**src/dmsc_pkg.sv**
```systemverilog
// Purpose: Constants, types and calendar helpers for the local-time block
// Assumes: Byte-addressed classic Wishbone, 32-bit data, one word per register
// Notes:   Years run 00..99 within one century, every fourth one leap
//
// How it works
// - With daylight saving on, the clock jumps one hour ahead at start.
// - With daylight saving off, no hour is ever shifted; off after reset.
// - Start point is month, week, weekday, hour 1-6; March/2nd/Sun/2h.
// - End point is month, week, weekday, hour 1-6; Nov/1st/Sun/2h.
// - Week is 1 to 4 or a last-week code meaning the final such weekday.
// - Sync source is none, input 1-7 or input 14; none after reset.
// - Each rising edge on the chosen input rounds to the nearest minute.
// - Date order is DMY, MDY or YMD, with DMY after reset.
package dmsc_pkg;

  // ****************************************************************
  // Register map and field positions
  // ****************************************************************
  localparam logic [7:0] ADR_CTRL  = 8'h00;
  localparam logic [7:0] ADR_START = 8'h04;
  localparam logic [7:0] ADR_END   = 8'h08;
  localparam logic [7:0] ADR_TIME  = 8'h0c;
  localparam logic [7:0] ADR_DATE  = 8'h10;
  localparam logic [7:0] ADR_STAT  = 8'h14;

  localparam int CTRL_DST_EN   = 0;
  localparam int CTRL_ORDER    = 1;
  localparam int CTRL_SYNC     = 4;
  localparam int CTRL_COUNTRY  = 8;
  localparam int SPEC_MON      = 0;
  localparam int SPEC_WEEK     = 4;
  localparam int SPEC_WDAY     = 8;
  localparam int SPEC_HOUR     = 12;
  localparam int TIME_SEC      = 0;
  localparam int TIME_MIN      = 8;
  localparam int TIME_HOUR     = 16;
  localparam int DATE_DAY      = 0;
  localparam int DATE_MON      = 8;
  localparam int DATE_YEAR     = 16;
  localparam int DATE_WDAY     = 24;

  // ****************************************************************
  // Codes, limits and reset values
  // ****************************************************************
  typedef enum logic [1:0] {
    DMSC_DMY = 2'b00,
    DMSC_MDY = 2'b01,
    DMSC_YMD = 2'b10
  } dmsc_order_t;

  typedef struct packed {
    logic [3:0] mon;
    logic [2:0] week;
    logic [2:0] wday;
    logic [2:0] hour;
  } dmsc_spec_t;

  localparam logic [2:0] WEEK_LAST     = 3'h5;
  localparam logic [3:0] SYNC_NONE     = 4'h0;
  localparam logic [3:0] SYNC_LAST_LOW = 4'h7;
  localparam logic [3:0] SYNC_DIGITAL_INPUT_FOURTEEN     = 4'h8;
  localparam logic [3:0] COUNTRY_DEF   = 4'h0;
  localparam logic [2:0] SPEC_HOUR_MIN = 3'h1;
  localparam logic [2:0] SPEC_HOUR_MAX = 3'h6;
  localparam logic [4:0] WEEK_DAYS     = 5'h07;
  localparam logic [5:0] SEC_MAX       = 6'h3b;
  localparam logic [5:0] MIN_MAX       = 6'h3b;
  localparam logic [5:0] ROUND_UP_SEC  = 6'h1e;
  localparam logic [4:0] HOUR_MAX      = 5'h17;
  localparam logic [3:0] MON_MAX       = 4'hc;
  localparam logic [6:0] YEAR_MAX      = 7'h63;
  localparam logic [2:0] WDAY_MAX      = 3'h6;
  localparam logic [2:0] WDAY_RESET    = 3'h6;

  localparam dmsc_spec_t START_RESET = '{4'h3, 3'h2, 3'h0, 3'h2};
  localparam dmsc_spec_t END_RESET   = '{4'hb, 3'h1, 3'h0, 3'h2};

  // Length of a month, February by leap year
  function automatic logic [4:0] days_in_month(input logic [3:0] mon,
                                               input logic [6:0] year);
    case (mon)
      4'h2:                      return (year[1:0] == 2'h0) ? 5'h1d : 5'h1c;
      4'h4, 4'h6, 4'h9, 4'hb:    return 5'h1e;
      default:                   return 5'h1f;
    endcase
  endfunction

endpackage

```
**src/dmsc_rtc_if.sv**
```systemverilog
// Purpose: Link between the local-time controller and the timekeeping core
// Assumes: Both ends share one clock
// Notes:   Command strobes are one-cycle pulses
`timescale 1ns/100ps
`default_nettype none
interface dmsc_rtc_if;
  logic        tick;
  logic        load_time;
  logic        load_date;
  logic        round_min;
  logic        hour_fwd;
  logic        hour_back;
  logic [31:0] wdata;
  logic [5:0]  sec;
  logic [5:0]  min;
  logic [4:0]  hour;
  logic [4:0]  day;
  logic [3:0]  mon;
  logic [6:0]  year;
  logic [2:0]  wday;

  modport ctrl (output tick, load_time, load_date, round_min, hour_fwd,
                hour_back, wdata,
                input  sec, min, hour, day, mon, year, wday);
  modport core (input  tick, load_time, load_date, round_min, hour_fwd,
                hour_back, wdata,
                output sec, min, hour, day, mon, year, wday);
endinterface
`default_nettype wire

```
**src/dmsc_local_time.sv**
```systemverilog
// Purpose: Daylight saving control and minute sync for the real-time clock
// Assumes: Classic Wishbone slave; dig_in_i are asynchronous pins
// Notes:   Registered ack, one wait cycle; unmapped reads return zero
`timescale 1ns/100ps
`default_nettype none
module dmsc_local_time #(
  parameter int DI_COUNT = 14
) (
  // Clock and reset
  input  wire logic        clk_i,
  input  wire logic        rst_i,
  // Wishbone slave
  input  wire logic        wb_cyc_i,
  input  wire logic        wb_stb_i,
  input  wire logic        wb_we_i,
  input  wire logic [7:0]  wb_adr_i,
  input  wire logic [3:0]  wb_sel_i,
  input  wire logic [31:0] wb_dat_i,
  output logic      [31:0] wb_dat_o,
  output logic             wb_ack_o,
  // Time base and pins
  input  wire logic        tick_i,
  input  wire logic [DI_COUNT-1:0] dig_in_i,
  // Clock state
  output logic      [5:0]  sec_o,
  output logic      [5:0]  min_o,
  output logic      [4:0]  hour_o,
  output logic      [4:0]  day_o,
  output logic      [3:0]  mon_o,
  output logic      [6:0]  year_o,
  output logic      [2:0]  wday_o,
  output logic             dst_active_o,
  output logic      [1:0]  date_order_o,
  output logic      [3:0]  country_o
);

  // ****************************************************************
  // Checks and core
  // ****************************************************************
  if (DI_COUNT < 14) begin : g_bad_di
    $error("DI_COUNT must cover input fourteen");
  end

  dmsc_rtc_if rt ();
  dmsc_rtc_core u_core (
    .clk_i (clk_i),
    .rst_i (rst_i),
    .rt    (rt.core)
  );

  // Clock state straight from the core registers
  assign sec_o  = rt.sec;
  assign min_o  = rt.min;
  assign hour_o = rt.hour;
  assign day_o  = rt.day;
  assign mon_o  = rt.mon;
  assign year_o = rt.year;
  assign wday_o = rt.wday;
  assign rt.tick = tick_i;

  // ****************************************************************
  // Settings
  // ****************************************************************
  logic                 dst_en;
  logic [3:0]           sync_sel;
  dmsc_pkg::dmsc_spec_t start_spec;
  dmsc_pkg::dmsc_spec_t end_spec;
  logic [31:0]          ctrl_word, start_word, end_word, time_word;
  logic [31:0]          date_word, rd_word, mask, merged;
  logic                 req, wr, ctrl_ok, start_ok, end_ok;
  dmsc_pkg::dmsc_spec_t new_spec;

  // Bus decode and read selection
  assign req        = wb_cyc_i & wb_stb_i & ~wb_ack_o;
  assign wr         = req & wb_we_i;
  assign ctrl_word  = {20'h0, country_o, sync_sel, 1'b0, date_order_o,
                       dst_en};
  assign start_word = {17'h0, start_spec.hour, 1'b0, start_spec.wday,
                       1'b0, start_spec.week, start_spec.mon};
  assign end_word   = {17'h0, end_spec.hour, 1'b0, end_spec.wday,
                       1'b0, end_spec.week, end_spec.mon};
  assign time_word  = {11'h0, rt.hour, 2'h0, rt.min, 2'h0, rt.sec};
  assign date_word  = {5'h0, rt.wday, 1'b0, rt.year, 4'h0, rt.mon,
                       3'h0, rt.day};
  assign rd_word    = (wb_adr_i == dmsc_pkg::ADR_CTRL)  ? ctrl_word  :
                      (wb_adr_i == dmsc_pkg::ADR_START) ? start_word :
                      (wb_adr_i == dmsc_pkg::ADR_END)   ? end_word   :
                      (wb_adr_i == dmsc_pkg::ADR_TIME)  ? time_word  :
                      (wb_adr_i == dmsc_pkg::ADR_DATE)  ? date_word  :
                      (wb_adr_i == dmsc_pkg::ADR_STAT)  ?
                        {31'h0, dst_active_o} : 32'h0;

  // Byte lanes merge new data over the current contents
  assign mask   = {{8{wb_sel_i[3]}}, {8{wb_sel_i[2]}},
                   {8{wb_sel_i[1]}}, {8{wb_sel_i[0]}}};
  assign merged = (rd_word & ~mask) | (wb_dat_i & mask);

  assign new_spec.mon  = merged[dmsc_pkg::SPEC_MON +: 4];
  assign new_spec.week = merged[dmsc_pkg::SPEC_WEEK +: 3];
  assign new_spec.wday = merged[dmsc_pkg::SPEC_WDAY +: 3];
  assign new_spec.hour = merged[dmsc_pkg::SPEC_HOUR +: 3];
  assign start_ok = (new_spec.mon >= 4'h1) &&
                    (new_spec.mon <= dmsc_pkg::MON_MAX) &&
                    (new_spec.week >= 3'h1) &&
                    (new_spec.week <= dmsc_pkg::WEEK_LAST) &&
                    (new_spec.wday <= dmsc_pkg::WDAY_MAX) &&
                    (new_spec.hour >= dmsc_pkg::SPEC_HOUR_MIN) &&
                    (new_spec.hour <= dmsc_pkg::SPEC_HOUR_MAX);
  assign end_ok   = start_ok;
  assign ctrl_ok  = (merged[dmsc_pkg::CTRL_SYNC +: 4] <=
                     dmsc_pkg::SYNC_DIGITAL_INPUT_FOURTEEN) &&
                    (merged[dmsc_pkg::CTRL_ORDER +: 2] <=
                     dmsc_pkg::DMSC_YMD);

  // Settings registers; out-of-range writes are ignored
  // reset defaults
  always_ff @(posedge clk_i) begin
    if (rst_i) begin
      dst_en       <= 1'b0;
      date_order_o <= dmsc_pkg::DMSC_DMY;
      sync_sel     <= dmsc_pkg::SYNC_NONE;
      country_o    <= dmsc_pkg::COUNTRY_DEF;
      start_spec   <= dmsc_pkg::START_RESET;
      end_spec     <= dmsc_pkg::END_RESET;
    end else if (wr) begin
      if (wb_adr_i == dmsc_pkg::ADR_CTRL && ctrl_ok) begin
        dst_en       <= merged[dmsc_pkg::CTRL_DST_EN];
        date_order_o <= merged[dmsc_pkg::CTRL_ORDER +: 2];
        sync_sel     <= merged[dmsc_pkg::CTRL_SYNC +: 4];
        country_o    <= merged[dmsc_pkg::CTRL_COUNTRY +: 4];
      end
      if (wb_adr_i == dmsc_pkg::ADR_START && start_ok) begin
        start_spec <= new_spec;
      end
      if (wb_adr_i == dmsc_pkg::ADR_END && end_ok) begin
        end_spec <= new_spec;
      end
    end
  end

  // Bus answer and time or date load strobes
  always_ff @(posedge clk_i) begin
    if (rst_i) begin
      wb_ack_o     <= 1'b0;
      wb_dat_o     <= 32'h0;
      rt.load_time <= 1'b0;
      rt.load_date <= 1'b0;
      rt.wdata     <= 32'h0;
    end else begin
      wb_ack_o     <= req;
      wb_dat_o     <= req ? rd_word : 32'h0;
      rt.load_time <= wr & (wb_adr_i == dmsc_pkg::ADR_TIME);
      rt.load_date <= wr & (wb_adr_i == dmsc_pkg::ADR_DATE);
      rt.wdata     <= merged;
    end
  end

  // ****************************************************************
  // Minute sync input
  // ****************************************************************
  logic [DI_COUNT-1:0] di_meta, di_sync;
  logic                sync_level, sync_prev, sync_edge;

  for (genvar i = 0; i < DI_COUNT; i++) begin : g_sync
    always_ff @(posedge clk_i) begin
      if (rst_i) begin
        di_meta[i] <= 1'b0;
        di_sync[i] <= 1'b0;
      end else begin
        di_meta[i] <= dig_in_i[i];
        di_sync[i] <= di_meta[i];
      end
    end
  end

  // source selection, none gives a quiet level
  assign sync_level = (sync_sel >= 4'h1 &&
                       sync_sel <= dmsc_pkg::SYNC_LAST_LOW) ?
                        di_sync[sync_sel - 4'h1] :
                      (sync_sel == dmsc_pkg::SYNC_DIGITAL_INPUT_FOURTEEN) ? di_sync[13] : 1'b0;
  assign sync_edge  = sync_level & ~sync_prev;

  // rising edge asks the core to round
  always_ff @(posedge clk_i) begin
    if (rst_i) begin
      sync_prev    <= 1'b0;
      rt.round_min <= 1'b0;
    end else begin
      sync_prev    <= sync_level;
      rt.round_min <= sync_edge;
    end
  end

  // ****************************************************************
  // Daylight saving transitions
  // ****************************************************************
  logic [4:0] dim;
  logic       at_hour_top, start_hit, end_hit;

  // Week slot test, the last-week code checks the month end
  function automatic logic on_point(input dmsc_pkg::dmsc_spec_t sp,
                                    input logic [4:0] day,
                                    input logic [4:0] lim);
    logic [4:0] first;
    first = (5'(sp.week) - 5'h01) * 5'h07 + 5'h01;
    if (sp.week == dmsc_pkg::WEEK_LAST) begin
      return 6'(day) + 6'(dmsc_pkg::WEEK_DAYS) > 6'(lim);
    end
    return (day >= first) && (day < first + dmsc_pkg::WEEK_DAYS);
  endfunction

  assign dim         = dmsc_pkg::days_in_month(rt.mon, rt.year);
  assign at_hour_top = (rt.sec == 6'h00) && (rt.min == 6'h00) &&
                       !rt.load_time && !rt.load_date;
  // start and end matches gated by the flag
  assign start_hit = dst_en && !dst_active_o && at_hour_top &&
                     rt.mon == start_spec.mon && rt.wday == start_spec.wday &&
                     rt.hour == {2'h0, start_spec.hour} &&
                     on_point(start_spec, rt.day, dim);
  assign end_hit   = dst_en && dst_active_o && at_hour_top &&
                     rt.mon == end_spec.mon && rt.wday == end_spec.wday &&
                     rt.hour == {2'h0, end_spec.hour} &&
                     on_point(end_spec, rt.day, dim);

  always_ff @(posedge clk_i) begin
    if (rst_i) begin
      dst_active_o <= 1'b0;
      rt.hour_fwd  <= 1'b0;
      rt.hour_back <= 1'b0;
    end else begin
      dst_active_o <= dst_en && (start_hit || (dst_active_o && !end_hit));
      rt.hour_fwd  <= start_hit;
      rt.hour_back <= end_hit;
    end
  end
endmodule
`default_nettype wire

```
**src/dmsc_rtc_core.sv**
```systemverilog
// Purpose: Seconds-to-years timekeeping with hour shift and minute rounding
// Assumes: tick is a one-second pulse on clk_i
// Notes:   Loads win over all other updates
`timescale 1ns/100ps
`default_nettype none
module dmsc_rtc_core (
  // Clock and reset
  input  wire logic clk_i,
  input  wire logic rst_i,
  // Controller side
  dmsc_rtc_if.core  rt
);

  // ****************************************************************
  // Carry chain
  // ****************************************************************
  logic [4:0] dim;
  logic       sec_up, sec_wrap, round_up, min_inc, min_wrap;
  logic       hour_wrap, day_wrap, mon_wrap;
  logic [5:0] next_sec, next_min;
  logic [4:0] next_hour, next_day;
  logic [3:0] next_mon;
  logic [6:0] next_year;
  logic [2:0] next_wday;

  // Carries ripple from seconds, or from a rounded-up minute
  assign dim       = dmsc_pkg::days_in_month(rt.mon, rt.year);
  assign sec_up    = rt.tick & ~rt.round_min;
  assign sec_wrap  = sec_up & (rt.sec == dmsc_pkg::SEC_MAX);
  assign round_up  = rt.round_min & (rt.sec >= dmsc_pkg::ROUND_UP_SEC);
  assign min_inc   = sec_wrap | round_up;
  assign min_wrap  = min_inc & (rt.min == dmsc_pkg::MIN_MAX);
  assign hour_wrap = min_wrap & (rt.hour == dmsc_pkg::HOUR_MAX);
  assign day_wrap  = hour_wrap & (rt.day == dim);
  assign mon_wrap  = day_wrap & (rt.mon == dmsc_pkg::MON_MAX);

  // Next values; hour shifts only occur at hh:00:00, so no carry meets them
  assign next_sec  = (rt.round_min | sec_wrap) ? 6'h00 :
                     sec_up ? rt.sec + 6'h01 : rt.sec;
  assign next_min  = min_wrap ? 6'h00 : min_inc ? rt.min + 6'h01 : rt.min;
  assign next_hour = hour_wrap ? 5'h00 :
                     (min_wrap | rt.hour_fwd) ? rt.hour + 5'h01 :
                     rt.hour_back ? rt.hour - 5'h01 : rt.hour;
  assign next_day  = day_wrap ? 5'h01 : hour_wrap ? rt.day + 5'h01 : rt.day;
  assign next_wday = !hour_wrap ? rt.wday :
                     (rt.wday == dmsc_pkg::WDAY_MAX) ? 3'h0 :
                     rt.wday + 3'h1;
  assign next_mon  = mon_wrap ? 4'h1 : day_wrap ? rt.mon + 4'h1 : rt.mon;
  assign next_year = !mon_wrap ? rt.year :
                     (rt.year == dmsc_pkg::YEAR_MAX) ? 7'h00 :
                     rt.year + 7'h01;

  // Time of day registers
  always_ff @(posedge clk_i) begin
    if (rst_i) begin
      rt.sec  <= 6'h00;
      rt.min  <= 6'h00;
      rt.hour <= 5'h00;
    end else if (rt.load_time) begin
      rt.sec  <= rt.wdata[dmsc_pkg::TIME_SEC +: 6];
      rt.min  <= rt.wdata[dmsc_pkg::TIME_MIN +: 6];
      rt.hour <= rt.wdata[dmsc_pkg::TIME_HOUR +: 5];
    end else begin
      rt.sec  <= next_sec;
      rt.min  <= next_min;
      rt.hour <= next_hour;
    end
  end

  // Calendar registers
  always_ff @(posedge clk_i) begin
    if (rst_i) begin
      rt.day  <= 5'h01;
      rt.mon  <= 4'h1;
      rt.year <= 7'h00;
      rt.wday <= dmsc_pkg::WDAY_RESET;
    end else if (rt.load_date) begin
      rt.day  <= rt.wdata[dmsc_pkg::DATE_DAY +: 5];
      rt.mon  <= rt.wdata[dmsc_pkg::DATE_MON +: 4];
      rt.year <= rt.wdata[dmsc_pkg::DATE_YEAR +: 7];
      rt.wday <= rt.wdata[dmsc_pkg::DATE_WDAY +: 3];
    end else begin
      rt.day  <= next_day;
      rt.mon  <= next_mon;
      rt.year <= next_year;
      rt.wday <= next_wday;
    end
  end

endmodule
`default_nettype wire

```
**config.mk**
```make
export PLATFORM = sky130hd
export DESIGN_NAME = dmsc_local_time
export DESIGN_NICKNAME = d
export VERILOG_FILES = /design/src/dmsc_pkg.sv /design/src/dmsc_rtc_if.sv /design/src/dmsc_local_time.sv /design/src/dmsc_rtc_core.sv
export SDC_FILE = /design/constraint.sdc
export NUM_CORES = 1
export LEC_CHECK = 0
export BUFFER_PORTS_ARGS = -buffer_cell sky130_fd_sc_hd__buf_2
export CORE_AREA = 2 2 159 161
export DETAILED_ROUTE_END_ITERATION = 10
export DIE_AREA = 0 0 161 163
export PLACE_DENSITY = 0.63
export SYNTH_ARGS = -nofsm -noshare
export SYNTH_HDL_FRONTEND = slang
export SYNTH_SLANG_ARGS = --single-unit
```
**constraint.sdc**
```tcl
create_clock -name clk_i -period 3.3 [get_ports clk_i]
set_input_delay 0.33 -clock clk_i [delete_from_list [all_inputs] [get_ports clk_i]]
set_output_delay 0.33 -clock clk_i [all_outputs]
set_load 0.01 [all_outputs]
```
==> impl_metrics.xml, run 1 <==
<?xml version="1.0" encoding="UTF-8"?>
<metrics>
  <group name="status">
    <metric name="outcome" unit="">finished, violations left</metric>
    <metric name="failed_checks" unit="">setup timing</metric>
  </group>
  <group name="floorplanning">
    <metric name="start_util" unit="">0.351</metric>
    <metric name="die_y" unit="µm">163</metric>
    <metric name="io_pins" unit="">140</metric>
    <metric name="rows" unit="">58</metric>
    <metric name="design.die.area" unit="µm²">26200</metric>
    <metric name="core_area" unit="µm²">24700</metric>
    <metric name="floorplan.die.width" unit="µm">161</metric>
  </group>
  <group name="logic_synthesis">
    <metric name="ys_top_cells_by_area" unit="">sky130_fd_sc_hd__dfxtp_1 (35%), sky130_fd_sc_hd__ha_1 (7.8%), sky130_fd_sc_hd__nor2_1 (4.9%), sky130_fd_sc_hd__a21oi_1 (4.3%), sky130_fd_sc_hd__mux2i_1 (3.5%)</metric>
    <metric name="async_reset_ff_frac" unit="">0</metric>
    <metric name="synth_seq_cells" unit="">150</metric>
    <metric name="top_cell_type_s_share_of_synthesized_area" unit="">0.347</metric>
    <metric name="netlist-cell-type-count" unit="">91</metric>
    <metric name="ys_seq_area_frac" unit="">0.347</metric>
    <metric name="syn-mean-instance-area" unit="µm²">8.60</metric>
    <metric name="netlist_area" unit="µm²">8660</metric>
    <metric name="syn_inst" unit="">1007</metric>
    <metric name="synth_warnings" unit="">0</metric>
    <metric name="synth_enable_flop_cells" unit="">0</metric>
    <metric name="yosys.area.top_type" unit="">sky130_fd_sc_hd__dfxtp_1</metric>
    <metric name="dominantRegCellSynth" unit="">sky130_fd_sc_hd__dfxtp_1</metric>
  </group>
  <group name="timing">
    <metric name="post-route-min-period" unit="ps">3380</metric>
    <metric name="finalSetupTns" unit="ps">-79.8</metric>
    <metric name="max_slew_violation_count" unit="">0</metric>
    <metric name="rsz0062_at_grt" unit="">true</metric>
    <metric name="fin_crit_sh" unit="">1.02</metric>
    <metric name="post-route-worst-setup-slack" unit="ps">-75.5</metric>
    <metric name="finClkSkew" unit="ps">11.4</metric>
    <metric name="timing.max_slew.rel_slack" unit="">0.547</metric>
    <metric name="max_freq" unit="MHz">296</metric>
    <metric name="hold_viol_final" unit="">0</metric>
    <metric name="slew_of_the_pin_with_the_lowest_slew_margin" unit="ps">679</metric>
    <metric name="setup_viol" unit="">2</metric>
    <metric name="timing.hold.ws" unit="ps">96.5</metric>
  </group>
  <group name="setup_path">
    <metric name="worstPathMaxFanout" unit="">4</metric>
    <metric name="crit_start" unit="">end_spec[6]</metric>
    <metric name="worst-endpoint-arrival" unit="ps">3700</metric>
    <metric name="regToRegSetupSlack" unit="ps">-80</metric>
    <metric name="r2r_cells" unit="">16</metric>
    <metric name="worstSetupPathType" unit="">register to register</metric>
    <metric name="endpoint_kind" unit="">register</metric>
    <metric name="critPathLaunchType" unit="">register</metric>
    <metric name="rr_startpoint" unit="">end_spec[6]</metric>
    <metric name="cp_data_required_time" unit="ps">3630</metric>
  </group>
  <group name="clocking">
    <metric name="path_clk_slew" unit="ps">80</metric>
    <metric name="cts_htree_levels" unit="">4</metric>
    <metric name="clock_tree.root_cell" unit="">sky130_fd_sc_hd__clkbuf_16</metric>
    <metric name="cts_sinks" unit="">150</metric>
    <metric name="postCtsHoldBufs" unit="">0</metric>
    <metric name="cts_max_path_buffers" unit="">2</metric>
    <metric name="insertion_delay" unit="ps">440</metric>
    <metric name="tritoncts.num_buffers" unit="">17</metric>
    <metric name="cts_tree" unit="">built</metric>
  </group>
  <group name="finish">
    <metric name="mostFrequentLayoutCell" unit="">sky130_fd_sc_hd__dfxtp_1</metric>
    <metric name="syn2layout_area_growth" unit="%">24.8</metric>
    <metric name="multi_input_gate_area" unit="µm²">5340</metric>
    <metric name="register_cell_area_after_layout" unit="µm²">3010</metric>
    <metric name="number_of_filler_cells_placed_in_the_layout" unit="">2447</metric>
    <metric name="stdcell_count" unit="">1520</metric>
    <metric name="diodes" unit="">0</metric>
    <metric name="layout.core_utilization" unit="">0.438</metric>
    <metric name="finish.net_count" unit="">1300</metric>
    <metric name="final_cell_area" unit="µm²">10800</metric>
    <metric name="most-common-layout-cells" unit="">sky130_fd_sc_hd__dfxtp_1 (143), sky130_fd_sc_hd__buf_2 (121), sky130_fd_sc_hd__nor2_1 (114)</metric>
    <metric name="post_route_cells_drive_above_1_share" unit="">0.270</metric>
  </group>
  <group name="power">
    <metric name="p_switching" unit="mW">1.13</metric>
    <metric name="power_frac_seq" unit="">0.454</metric>
    <metric name="power_frac_clock" unit="">0.481</metric>
    <metric name="internal_power" unit="mW">2.97</metric>
    <metric name="power.combinational.fraction" unit="">0.066</metric>
    <metric name="pwr_density_cell" unit="nW/µm²">379</metric>
    <metric name="leak_pwr" unit="nW">4.81</metric>
    <metric name="total_power" unit="mW">4.10</metric>
    <metric name="netSwitchingFraction" unit="">0.275</metric>
    <metric name="irDropWorstVdd" unit="mV">0.380</metric>
  </group>
  <group name="global_routing">
    <metric name="grt_first_pass_wirelength" unit="mm">40.9</metric>
    <metric name="antenna_found_initial" unit="">0</metric>
    <metric name="global_route_overflow" unit="">0</metric>
    <metric name="grtUsageTotal" unit="">0.198</metric>
    <metric name="pin_count_of_the_biggest_net_entering_global_routing" unit="">59</metric>
    <metric name="grt_pass1_vias" unit="">7390</metric>
  </group>
  <group name="detailed_routing">
    <metric name="drt_wl_total" unit="mm">25.8</metric>
    <metric name="wire_per_inst" unit="µm">17.0</metric>
    <metric name="detailed_route_vias_per_instance" unit="">5.13</metric>
    <metric name="vias" unit="">7800</metric>
    <metric name="drt_iter0_drc" unit="">584</metric>
    <metric name="drt_first_pass_iters" unit="">5</metric>
    <metric name="route.detailed.drc" unit="">0</metric>
    <metric name="drtAntennaViolNets" unit="">0</metric>
  </group>
  <group name="place">
    <metric name="buffer_ports.inserted" unit="">122</metric>
    <metric name="dp_hpwl" unit="mm">19.4</metric>
    <metric name="detailed_place.area" unit="µm²">9960</metric>
    <metric name="gpl.final_weighted_congestion" unit="">0.898</metric>
    <metric name="dp.cells" unit="">1481</metric>
    <metric name="preCtsSetupSlack" unit="ps">-181</metric>
  </group>
  <group name="job">
    <metric name="cap_violations" unit="">0</metric>
  </group>
  <group name="min_path">
    <metric name="hold_path_depth" unit="">2</metric>
    <metric name="hp-start" unit="">dig_in_i[1]</metric>
    <metric name="hold_class" unit="">input port to register</metric>
  </group>
</metrics>
-- cell type report --
cell class | instances | area share
Multi-Input combinational cell | 752 | 0.494
Clock buffer | 17 | 0.0394
Inverter | 51 | 0.0182
Sequential cell | 150 | 0.279
Clock inverter | 15 | 0.0168
Tap cell | 330 | 0.0382
Timing Repair Buffer | 205 | 0.114
-- flip-flops by register name, summed over array words and instances (netlist names), 6 cells and up --
name and flops:
u_core.rt.min 6, wb_dat_o 25, end_spec 13, rt.wdata 22, start_spec 13, di_sync 11, u_core.rt.year 7, di_meta 11
u_core.rt.sec 6
-- power by group through the flow --
stage	Sequential, mW	Clock [mW]	Combinational (mW)
2_1_floorplan	1.89	0	0.171
6_report	1.86	1.97	0.268
5_1_grt	1.86	2.08	0.293
3_5_place_dp	1.90	0	0.264
4_1_cts	1.86	2.01	0.267
3_3_place_gp	1.90	0	0.262
-- metal layers --
layer / wire length [µm] / vias up / share of wire / global-route usage
li1: - / 3867 / - / -
met1: 11700 / 3644 / 0.46 / 0.260
met2: 12100 / 239 / 0.47 / 0.327
met3: 1290 / 50 / 0.050 / 0.0326
met4: 651 / 0 / 0.025 / 0.0731
met5: 0 / - / 0 / 0
-- cell usage after synthesis, drive strengths merged (3+ instances only) --
cell and number:
or2 6, a21o 7, nand3 22, a221oi 4, ha 54, nor3b 5
a31o 7, nor4 15, dfxtp 150, mux2i 31, o21a 10, or3 6
xnor2 21, a22oi 15, nor2b 32, a31oi 3, a211oi 14, xor2 24
a311oi 4, nor3 30, nand4b 4, inv 49, nor2 115, a21boi 5
o21ai 39, nand2b 5, and3 24, and3b 5, nand2 74, or4 3
o211ai 8, a21oi 75, clkbuf 37, mux2 10, and2 11, buf 22
fa 5, nand4 9, nand3b 4, o31ai 5
-- path summary, 6_finish.rpt --
path | endpoint
setup / recovery | dst_active_o
hold reg to reg | rt.round_min
hold / removal | di_meta[1]
setup reg to reg | dst_active_o
-- cell families (layout without fill, tap and decap cells) --
| family | after synthesis | after routing | synth area share |
|---|---|---|---|
| buffers and inverters | 111 | 288 | 0.0639 |
| xor gates and xnor gates | 45 | 45 | 0.0455 |
| DFF | 150 | 150 | 0.347 |
| and+or+nand+nor | 379 | 379 | 0.229 |
| muxes | 43 | 43 | 0.0549 |
| other | 1 | 7 | 0.000433 |
| adders and majority gates | 59 | 59 | 0.0896 |
| AOI/OAI and AO/OA | 219 | 219 | 0.169 |
-- worst max-delay path, cell delays in order (launching register included) --
cell                      delay, ps
sky130_fd_sc_hd__dfxtp_2        350
sky130_fd_sc_hd__inv_4           50
sky130_fd_sc_hd__ha_4           260
sky130_fd_sc_hd__xnor2_4        170
sky130_fd_sc_hd__xor2_2         190
sky130_fd_sc_hd__inv_1           70
sky130_fd_sc_hd__fa_2           570
sky130_fd_sc_hd__and3_4         190
sky130_fd_sc_hd__xor2_1         150
sky130_fd_sc_hd__ha_1           240
sky130_fd_sc_hd__o21a_1         100
sky130_fd_sc_hd__o21a_1         170
sky130_fd_sc_hd__o41ai_2        320
sky130_fd_sc_hd__buf_4          170
sky130_fd_sc_hd__nand4_1         90
sky130_fd_sc_hd__nand2_1        100
sky130_fd_sc_hd__a21oi_1         50
-- repair_timing --
item                       in CTS  in global routing
pin swaps                      10                 16
buffers inserted                2                  5
resized for setup              14                 23
setup endpoints to repair       4                 13
(Power assumes the default switching activity.)
==> run 2, diff against run 1 <==
--- a/config.mk
+++ b/config.mk
@@ -7,7 +7,9 @@
 export LEC_CHECK = 0
+export ABC_AREA = 1
 export BUFFER_PORTS_ARGS = -buffer_cell sky130_fd_sc_hd__buf_2
-export CORE_AREA = 2 2 159 161
+export CORE_AREA = 2 2 158 160
 export DETAILED_ROUTE_END_ITERATION = 10
-export DIE_AREA = 0 0 161 163
-export PLACE_DENSITY = 0.63
+export DIE_AREA = 0 0 160 162
+export PLACE_DENSITY = 0.64
+export RECOVER_POWER = 25
 export SYNTH_ARGS = -nofsm -noshare
==> constraint.sdc (replaced) <==
create_clock -name clk_i -period 3.3 [get_ports clk_i]
set_input_delay 0.165 -clock clk_i [delete_from_list [all_inputs] [get_ports clk_i]]
set_output_delay 0.165 -clock clk_i [all_outputs]
set_load 0.01 [all_outputs]
==> run 2 against run 1 <==
  * The flow finishes with violations (capacitance limit, slew limit, setup timing)
  * Synthesized cell count up 21%
  * First-iteration DRC count up 10%
  * Synthesized area down 0.36%
  * Clock power about the same
  * Fmax down 1.6%
  * Critical path depth up 1
  * Clock-buffer cell count unchanged
  * Design area down 1.1%
  * Hold slack worse by 83 ps
  * Wire length up 2.8%
  * Cell count up 12%
  * Sequential share of layout area up 0.30 points
  * Critical path type unchanged
  * Largest power group unchanged
==> impl_metrics.xml, run 2 <==
<?xml version="1.0" encoding="UTF-8"?>
<metrics>
  <group name="status">
    <metric name="outcome" unit="">finished, violations left</metric>
    <metric name="failed_checks" unit="">capacitance limit, slew limit, setup timing</metric>
  </group>
  <group name="logic_synthesis">
    <metric name="synth_warnings" unit="">0</metric>
    <metric name="synth_enable_flop_cells" unit="">0</metric>
    <metric name="synth_most_common_cell" unit="">sky130_fd_sc_hd__nand2_1</metric>
    <metric name="syn-mean-instance-area" unit="µm²">7.10</metric>
    <metric name="syn_inst" unit="">1215</metric>
    <metric name="ys_seq_area_frac" unit="">0.348</metric>
    <metric name="netlist_area" unit="µm²">8630</metric>
    <metric name="ys_top_cells_by_area" unit="">sky130_fd_sc_hd__dfxtp_1 (35%), sky130_fd_sc_hd__nand2_1 (11%), sky130_fd_sc_hd__ha_1 (7.8%), sky130_fd_sc_hd__inv_1 (6.9%), sky130_fd_sc_hd__nor2_1 (5.7%)</metric>
    <metric name="synth_seq_cells" unit="">150</metric>
    <metric name="top_cell_type_s_share_of_synthesized_area" unit="">0.348</metric>
    <metric name="yosys.area.top_type" unit="">sky130_fd_sc_hd__dfxtp_1</metric>
    <metric name="netlist-cell-type-count" unit="">50</metric>
    <metric name="netlist_top_cells_count" unit="">sky130_fd_sc_hd__nand2_1 (250), sky130_fd_sc_hd__inv_1 (158), sky130_fd_sc_hd__dfxtp_1 (150)</metric>
    <metric name="dominantRegCellSynth" unit="">sky130_fd_sc_hd__dfxtp_1</metric>
    <metric name="async_reset_ff_frac" unit="">0</metric>
  </group>
  <group name="timing">
    <metric name="rsz0062_at_grt" unit="">true</metric>
    <metric name="fin_crit_sh" unit="">1.04</metric>
    <metric name="finalSetupTns" unit="ps">-338</metric>
    <metric name="max_slew_violation_count" unit="">58</metric>
    <metric name="post-route-worst-setup-slack" unit="ps">-130</metric>
    <metric name="timing.hold.ws" unit="ps">13.0</metric>
    <metric name="finClkSkew" unit="ps">12.4</metric>
    <metric name="setup_viol" unit="">3</metric>
    <metric name="post-route-min-period" unit="ps">3430</metric>
    <metric name="slew_of_the_pin_with_the_lowest_slew_margin" unit="ps">2780</metric>
    <metric name="max_freq" unit="MHz">292</metric>
    <metric name="hold_viol_final" unit="">0</metric>
    <metric name="timing.max_slew.rel_slack" unit="">-0.853</metric>
  </group>
  <group name="setup_path">
    <metric name="timing.critical_path.slowest_cell_delay" unit="ps">530</metric>
    <metric name="cp_data_required_time" unit="ps">3630</metric>
    <metric name="r2r_cells" unit="">17</metric>
    <metric name="crit_start" unit="">end_spec[6]</metric>
    <metric name="worstSetupPathDepth" unit="">17</metric>
    <metric name="endpoint_kind" unit="">register</metric>
    <metric name="worst-endpoint-arrival" unit="ps">3760</metric>
    <metric name="ordered_cell_list_for_the_critical_path" unit="">inv_6, ha_4, fa_1, inv_2, ha_4, nand2_2, o21ai_2, xor2_2, xor2_1, ha_1, nand2_1, nor2_1, a2111o_1, o21ai_1, nand3_1, nand2_1, a21oi_1</metric>
    <metric name="rr_startpoint" unit="">end_spec[6]</metric>
    <metric name="critical_path_buf_inv_count" unit="">2</metric>
    <metric name="worstSetupPathType" unit="">register to register</metric>
    <metric name="worstPathMaxFanout" unit="">4</metric>
    <metric name="critPathLaunchType" unit="">register</metric>
    <metric name="crit_slowest_cell" unit="">sky130_fd_sc_hd__fa_1</metric>
    <metric name="cp_top_family" unit="">adder cells</metric>
  </group>
  <group name="global_routing">
    <metric name="pin_count_of_the_biggest_net_entering_global_routing" unit="">65</metric>
    <metric name="use_met1" unit="">0.272</metric>
    <metric name="antenna_found_initial" unit="">1</metric>
    <metric name="top_usage_layer" unit="">met2</metric>
    <metric name="global_route_overflow" unit="">0</metric>
    <metric name="grtUsageMet3" unit="">0.0419</metric>
    <metric name="grtUsageTotal" unit="">0.203</metric>
    <metric name="grt_first_pass_wirelength" unit="mm">41.8</metric>
    <metric name="groute.layer.met2.usage" unit="">0.327</metric>
    <metric name="grt_pass1_vias" unit="">7922</metric>
  </group>
  <group name="floorplanning">
    <metric name="start_util" unit="">0.358</metric>
    <metric name="io_pins" unit="">140</metric>
    <metric name="rows" unit="">57</metric>
    <metric name="design.die.area" unit="µm²">25900</metric>
    <metric name="floorplan.die.width" unit="µm">160</metric>
    <metric name="die_y" unit="µm">162</metric>
    <metric name="core_area" unit="µm²">24100</metric>
  </group>
  <group name="clocking">
    <metric name="cts_htree_levels" unit="">4</metric>
    <metric name="insertion_delay" unit="ps">440</metric>
    <metric name="clock_tree.root_cell" unit="">sky130_fd_sc_hd__clkbuf_16</metric>
    <metric name="cts_sinks" unit="">150</metric>
    <metric name="cts_max_path_buffers" unit="">2</metric>
    <metric name="path_clk_slew" unit="ps">70</metric>
    <metric name="cts_tree" unit="">built</metric>
    <metric name="tritoncts.num_buffers" unit="">17</metric>
  </group>
  <group name="job">
    <metric name="cap_violations" unit="">1</metric>
  </group>
  <group name="detailed_routing">
    <metric name="drt_wl_total" unit="mm">26.5</metric>
    <metric name="vias" unit="">8558</metric>
    <metric name="route.detailed.drc" unit="">0</metric>
    <metric name="drt_first_pass_iters" unit="">6</metric>
    <metric name="drt_iter0_drc" unit="">643</metric>
    <metric name="wire_per_inst" unit="µm">15.5</metric>
    <metric name="detailed_route_vias_per_instance" unit="">5.02</metric>
    <metric name="drtAntennaViolNets" unit="">0</metric>
  </group>
  <group name="power">
    <metric name="leak_pwr" unit="nW">4.99</metric>
    <metric name="total_power" unit="mW">4.05</metric>
    <metric name="pwr_density_cell" unit="nW/µm²">379</metric>
    <metric name="irDropWorstVdd" unit="mV">0.310</metric>
  </group>
  <group name="finish">
    <metric name="diodes" unit="">0</metric>
    <metric name="most-common-layout-cells" unit="">sky130_fd_sc_hd__nand2_1 (247), sky130_fd_sc_hd__inv_1 (152), sky130_fd_sc_hd__dfxtp_1 (146)</metric>
    <metric name="number_of_filler_cells_placed_in_the_layout" unit="">2507</metric>
    <metric name="syn2layout_area_growth" unit="%">23.8</metric>
    <metric name="final_cell_area" unit="µm²">10700</metric>
    <metric name="finish.net_count" unit="">1492</metric>
    <metric name="layout_top_registers" unit="">wb_dat_o x25, rt.wdata x22</metric>
    <metric name="mostFrequentLayoutCell" unit="">sky130_fd_sc_hd__nand2_1</metric>
    <metric name="top_register" unit="">wb_dat_o</metric>
    <metric name="largest_register_ffs" unit="">25</metric>
    <metric name="post_route_cells_drive_above_1_share" unit="">0.177</metric>
  </group>
  <group name="place">
    <metric name="detailed_place.area" unit="µm²">9750</metric>
    <metric name="buffer_ports.inserted" unit="">122</metric>
    <metric name="gpl.final_weighted_congestion" unit="">0.888</metric>
    <metric name="dp_hpwl" unit="mm">19.8</metric>
  </group>
  <group name="min_path">
    <metric name="hold_class" unit="">input port to register</metric>
    <metric name="hold_path_depth" unit="">3</metric>
    <metric name="hp-start" unit="">wb_dat_i[24]</metric>
  </group>
</metrics>
==> run 2: cell count changes in the layout (fill, tap and decap cells not counted), moves of 17 or more <==
cell,previous run,this run
sky130_fd_sc_hd__a21oi_1,73,49
sky130_fd_sc_hd__a31oi_1,3,22
sky130_fd_sc_hd__inv_1,45,152
sky130_fd_sc_hd__clkbuf_1,0,34
sky130_fd_sc_hd__nand3_1,22,89
sky130_fd_sc_hd__buf_2,121,89
sky130_fd_sc_hd__mux2i_1,30,1
sky130_fd_sc_hd__nand4_1,8,29
sky130_fd_sc_hd__buf_4,84,42
sky130_fd_sc_hd__nor2_1,114,131
sky130_fd_sc_hd__and3_1,20,1
sky130_fd_sc_hd__nand2_1,72,247
sky130_fd_sc_hd__nor2b_1,32,0
==> run 2: timing repair <==
item / 4_1_cts / 5_1_grt
setup endpoints to repair: 3 / 3
gates resized for setup: 16 / 17
buffers inserted: 3 / 5
pin swaps: 18 / 14
hold buffers: 16 / 0
hold endpoints to repair: 16 / 0
==> run 2: metal layers <==
metal  share of wire  wire length, µm
met1            0.44            11600
met2            0.46            12300
met3           0.076             2010
met4           0.023              598
met5         0.00042               11
==> run 2: final cells by class <==
type	count	area (µm²)	area share
Multi-Input combinational cell	850	4960	0.464
Clock inverter	15	174	0.0163
Inverter	167	639	0.0599
Tap cell	324	405	0.0379
Clock buffer	17	425	0.0398
Timing Repair Buffer	183	1070	0.100
Sequential cell	150	3010	0.282
==> run 2: through the flow <==
step	instances	setup WS [ps]	util
final	1706	-130	0.443
after detailed placement	1650	-163	0.404
after CTS	1701	-137	0.440
after global routing	1706	-287	0.443
after global placement	1650	-87.8	0.404
after floorplan	1221	8.26	-
==> run 2: logic make-up (layout without fill, tap and decap cells) <==
| group | Yosys count | count (layout) | synth area share |
|---|---|---|---|
| and+or+nand+nor | 563 | 563 | 0.289 |
| buffers and inverters | 221 | 382 | 0.107 |
| other | 1 | 7 | 0.000435 |
| xor gates and xnor gates | 46 | 46 | 0.0467 |
| DFF | 150 | 150 | 0.348 |
| AOI/OAI and AO/OA | 174 | 174 | 0.117 |
| muxes | 1 | 1 | 0.00116 |
| adders and majority gates | 59 | 59 | 0.0899 |
==> run 2: final timing paths <==
| kind | slack (ps) | end |
|---|---|---|
| worst min-delay path | 10 | rt.wdata[24] |
| worst max register to register | -130 | dst_active_o |
| worst max-delay path | -130 | dst_active_o |
| worst min register to register | 400 | di_sync[7] |
==> run 2: worst min-delay path, cell delays in order <==
cell,delay (ps)
sky130_fd_sc_hd__buf_2,70
sky130_fd_sc_hd__o21ai_0,70
sky130_fd_sc_hd__a21oi_1,110
==> run 2: power by group <==
part           switching [mW]  internal, mW
sequential             0.0233          1.84
combinational           0.150        0.0865
clock                   0.927          1.03
total                    1.10          2.95
==> run 3, diff against run 2 <==
Clock period 3.3 ns to 3.05 ns, I/O delays scaled along.
==> run 3 against run 2 <==
  * The run still ends with capacitance limit, slew limit, setup timing left
  * Worst setup slack worse by 200 ps
  * Global-route usage up 0.24 points
  * First-iteration DRC count up 37%
  * Hold slack worse by 5.9 ps
  * Critical path type unchanged
  * Largest cell class unchanged
==> impl_metrics.xml, run 3 (synthesized netlist as in run 2, its figures left out) <==
<?xml version="1.0" encoding="UTF-8"?>
<metrics>
  <group name="status">
    <metric name="outcome" unit="">finished, violations left</metric>
    <metric name="failed_checks" unit="">capacitance limit, slew limit, setup timing</metric>
  </group>
  <group name="min_path">
    <metric name="hold_end" unit="">rt.wdata[24]</metric>
    <metric name="hold_path_depth" unit="">3</metric>
    <metric name="hp-start" unit="">wb_dat_i[24]</metric>
    <metric name="hold_class" unit="">input port to register</metric>
  </group>
  <group name="job">
    <metric name="cap_violations" unit="">1</metric>
  </group>
  <group name="setup_path">
    <metric name="endpoint_kind" unit="">register</metric>
    <metric name="timing.critical_path.slowest_cell_delay" unit="ps">510</metric>
    <metric name="cp_top_family" unit="">adder cells</metric>
    <metric name="r2r_cells" unit="">18</metric>
    <metric name="worst-endpoint-arrival" unit="ps">3720</metric>
    <metric name="worstPathMaxFanout" unit="">4</metric>
    <metric name="crit_slowest_cell" unit="">sky130_fd_sc_hd__fa_1</metric>
    <metric name="ordered_cell_list_for_the_critical_path" unit="">inv_4, ha_4, xnor2_4, fa_1, inv_2, ha_4, nand2_2, o21ai_2, xor2_2, xor2_1, ha_1, nand2_1, nor2_1, a2111o_1, o21ai_1, nand3_1, nand2_1, a21oi_1</metric>
    <metric name="critical_path_buf_inv_count" unit="">2</metric>
    <metric name="cp_data_required_time" unit="ps">3380</metric>
    <metric name="worstSetupPathType" unit="">register to register</metric>
    <metric name="regToRegSetupSlack" unit="ps">-330</metric>
    <metric name="rr_startpoint" unit="">end_spec[7]</metric>
    <metric name="regToRegEndpoint" unit="">dst_active_o</metric>
    <metric name="critPathLaunchType" unit="">register</metric>
  </group>
  <group name="finish">
    <metric name="syn2layout_area_growth" unit="%">25.9</metric>
    <metric name="finish.net_count" unit="">1513</metric>
    <metric name="layout.core_utilization" unit="">0.451</metric>
    <metric name="post_route_cells_drive_above_1_share" unit="">0.192</metric>
    <metric name="diodes" unit="">0</metric>
    <metric name="most-common-layout-cells" unit="">sky130_fd_sc_hd__nand2_1 (248), sky130_fd_sc_hd__inv_1 (151), sky130_fd_sc_hd__dfxtp_1 (143)</metric>
    <metric name="layout_top_registers" unit="">wb_dat_o x25, rt.wdata x22</metric>
    <metric name="number_of_filler_cells_placed_in_the_layout" unit="">2518</metric>
    <metric name="largest_register_ffs" unit="">25</metric>
    <metric name="top_register" unit="">wb_dat_o</metric>
    <metric name="mostFrequentLayoutCell" unit="">sky130_fd_sc_hd__nand2_1</metric>
  </group>
  <group name="detailed_routing">
    <metric name="wire_per_inst" unit="µm">15.6</metric>
    <metric name="route.detailed.drc" unit="">0</metric>
    <metric name="drt_iter0_drc" unit="">878</metric>
    <metric name="drtAntennaViolNets" unit="">0</metric>
    <metric name="drt_first_pass_iters" unit="">5</metric>
    <metric name="drt_wl_total" unit="mm">26.9</metric>
    <metric name="vias" unit="">8614</metric>
    <metric name="detailed_route_vias_per_instance" unit="">4.99</metric>
  </group>
  <group name="clocking">
    <metric name="cts_htree_levels" unit="">4</metric>
    <metric name="clock_tree.root_cell" unit="">sky130_fd_sc_hd__clkbuf_16</metric>
    <metric name="tritoncts.num_buffers" unit="">17</metric>
    <metric name="cts_max_path_buffers" unit="">2</metric>
    <metric name="insertion_delay" unit="ps">440</metric>
    <metric name="cts_tree" unit="">built</metric>
    <metric name="cts_sinks" unit="">150</metric>
    <metric name="path_clk_slew" unit="ps">70</metric>
  </group>
  <group name="timing">
    <metric name="finalSetupTns" unit="ps">-834</metric>
    <metric name="timing.max_slew.rel_slack" unit="">-0.890</metric>
    <metric name="post-route-worst-setup-slack" unit="ps">-333</metric>
    <metric name="finClkSkew" unit="ps">7.91</metric>
    <metric name="post-route-min-period" unit="ps">3380</metric>
    <metric name="hold_viol_final" unit="">0</metric>
    <metric name="fin_crit_sh" unit="">1.11</metric>
    <metric name="max_slew_violation_count" unit="">58</metric>
    <metric name="slew_of_the_pin_with_the_lowest_slew_margin" unit="ps">2840</metric>
    <metric name="max_freq" unit="MHz">296</metric>
    <metric name="setup_viol" unit="">3</metric>
    <metric name="rsz0062_at_grt" unit="">true</metric>
  </group>
  <group name="power">
    <metric name="leak_pwr" unit="nW">5.09</metric>
    <metric name="irDropWorstVdd" unit="mV">0.377</metric>
    <metric name="pwr_density_cell" unit="nW/µm²">410</metric>
  </group>
  <group name="place">
    <metric name="gpl.final_weighted_congestion" unit="">0.914</metric>
    <metric name="buffer_ports.inserted" unit="">122</metric>
    <metric name="dp_hpwl" unit="mm">20.1</metric>
  </group>
  <group name="floorplanning">
    <metric name="start_util" unit="">0.358</metric>
    <metric name="core_area" unit="µm²">24100</metric>
    <metric name="rows" unit="">57</metric>
    <metric name="io_pins" unit="">140</metric>
    <metric name="die_y" unit="µm">162</metric>
    <metric name="design.die.area" unit="µm²">25900</metric>
    <metric name="floorplan.die.width" unit="µm">160</metric>
  </group>
  <group name="global_routing">
    <metric name="grt_first_pass_wirelength" unit="mm">42.1</metric>
    <metric name="pin_count_of_the_biggest_net_entering_global_routing" unit="">65</metric>
    <metric name="grtUsageTotal" unit="">0.205</metric>
    <metric name="global_route_overflow" unit="">0</metric>
    <metric name="antenna_found_initial" unit="">0</metric>
    <metric name="grt_pass1_vias" unit="">8158</metric>
  </group>
</metrics>
==> run 3: cell count changes in the layout (fill, tap and decap cells not counted), sizes merged <==
cell,before,now
buf,133,153
bufinv,0,1
clkbuf,51,49
clkinv,8,7
clkinvlp,0,1
dlygate4sd3,16,19
inv,174,173
==> run 3: worst min-delay path, stage by stage <==
cell and delay [ps]:
sky130_fd_sc_hd__buf_2 70, sky130_fd_sc_hd__o21ai_0 70, sky130_fd_sc_hd__a21oi_1 110
==> run 3: worst max-delay path by stage <==
stage / slack (ps) / end / from / cells past startpoint
after floorplan: -190 / dst_active_o / end_spec[6] / 18
after global placement: -270 / dst_active_o / end_spec[7] / 18
after detailed placement: -350 / dst_active_o / end_spec[7] / 18
after CTS: -320 / dst_active_o / end_spec[7] / 18
after global routing: -460 / dst_active_o / end_spec[7] / 18
final: -330 / dst_active_o / end_spec[7] / 18
==> run 3: area by class of cell <==
class                      instances  area, µm²  area share
tap                              324        405      0.0373
sequential                       150       3020       0.278
clock buffer                      17        425      0.0392
multi-input combinational        850       4960       0.457
clock inverter                    15        176      0.0162
inverter                         167        642      0.0591
timing repair buffer             204       1230       0.113
==> run 3: stage by stage <==
step	hold slack (ps)	setup slack, ps	area, µm²	total power, mW	instances
final	7.07	-333	10900	4.45	1727
after global routing	19.4	-459	10900	4.60	1727
after CTS	0.721	-321	10800	4.47	1724
after detailed placement	358	-353	9940	2.30	1668
after global placement	353	-266	9940	2.30	1668
after floorplan	259	-186	8810	2.21	1221
==> run 3: power breakdown <==
part	leakage, nW	switching (mW)	internal, mW	total [mW]
Sequential	1.22	0.0220	1.99	2.01
Clock	0.293	0.995	1.17	2.17
Combinational	3.57	0.168	0.101	0.268
Total	5.09	1.19	3.26	4.45
==> run 3: routing by layer <==
layer | global-route usage | wire (µm) | vias to the layer above
met5 | 0 | 0 | -
met4 | 0.0639 | 495 | 0
met3 | 0.0409 | 1770 | 40
met2 | 0.340 | 12600 | 323
met1 | 0.271 | 12000 | 3975
li1 | - | - | 4276
==> run 3: timing repair <==
item                       CTS  global route
hold endpoints to repair    19             0
hold buffers                19             0
setup buffers                5             3
resized for setup           13            15
pin swaps                    7             5
setup endpoints to repair    3             8
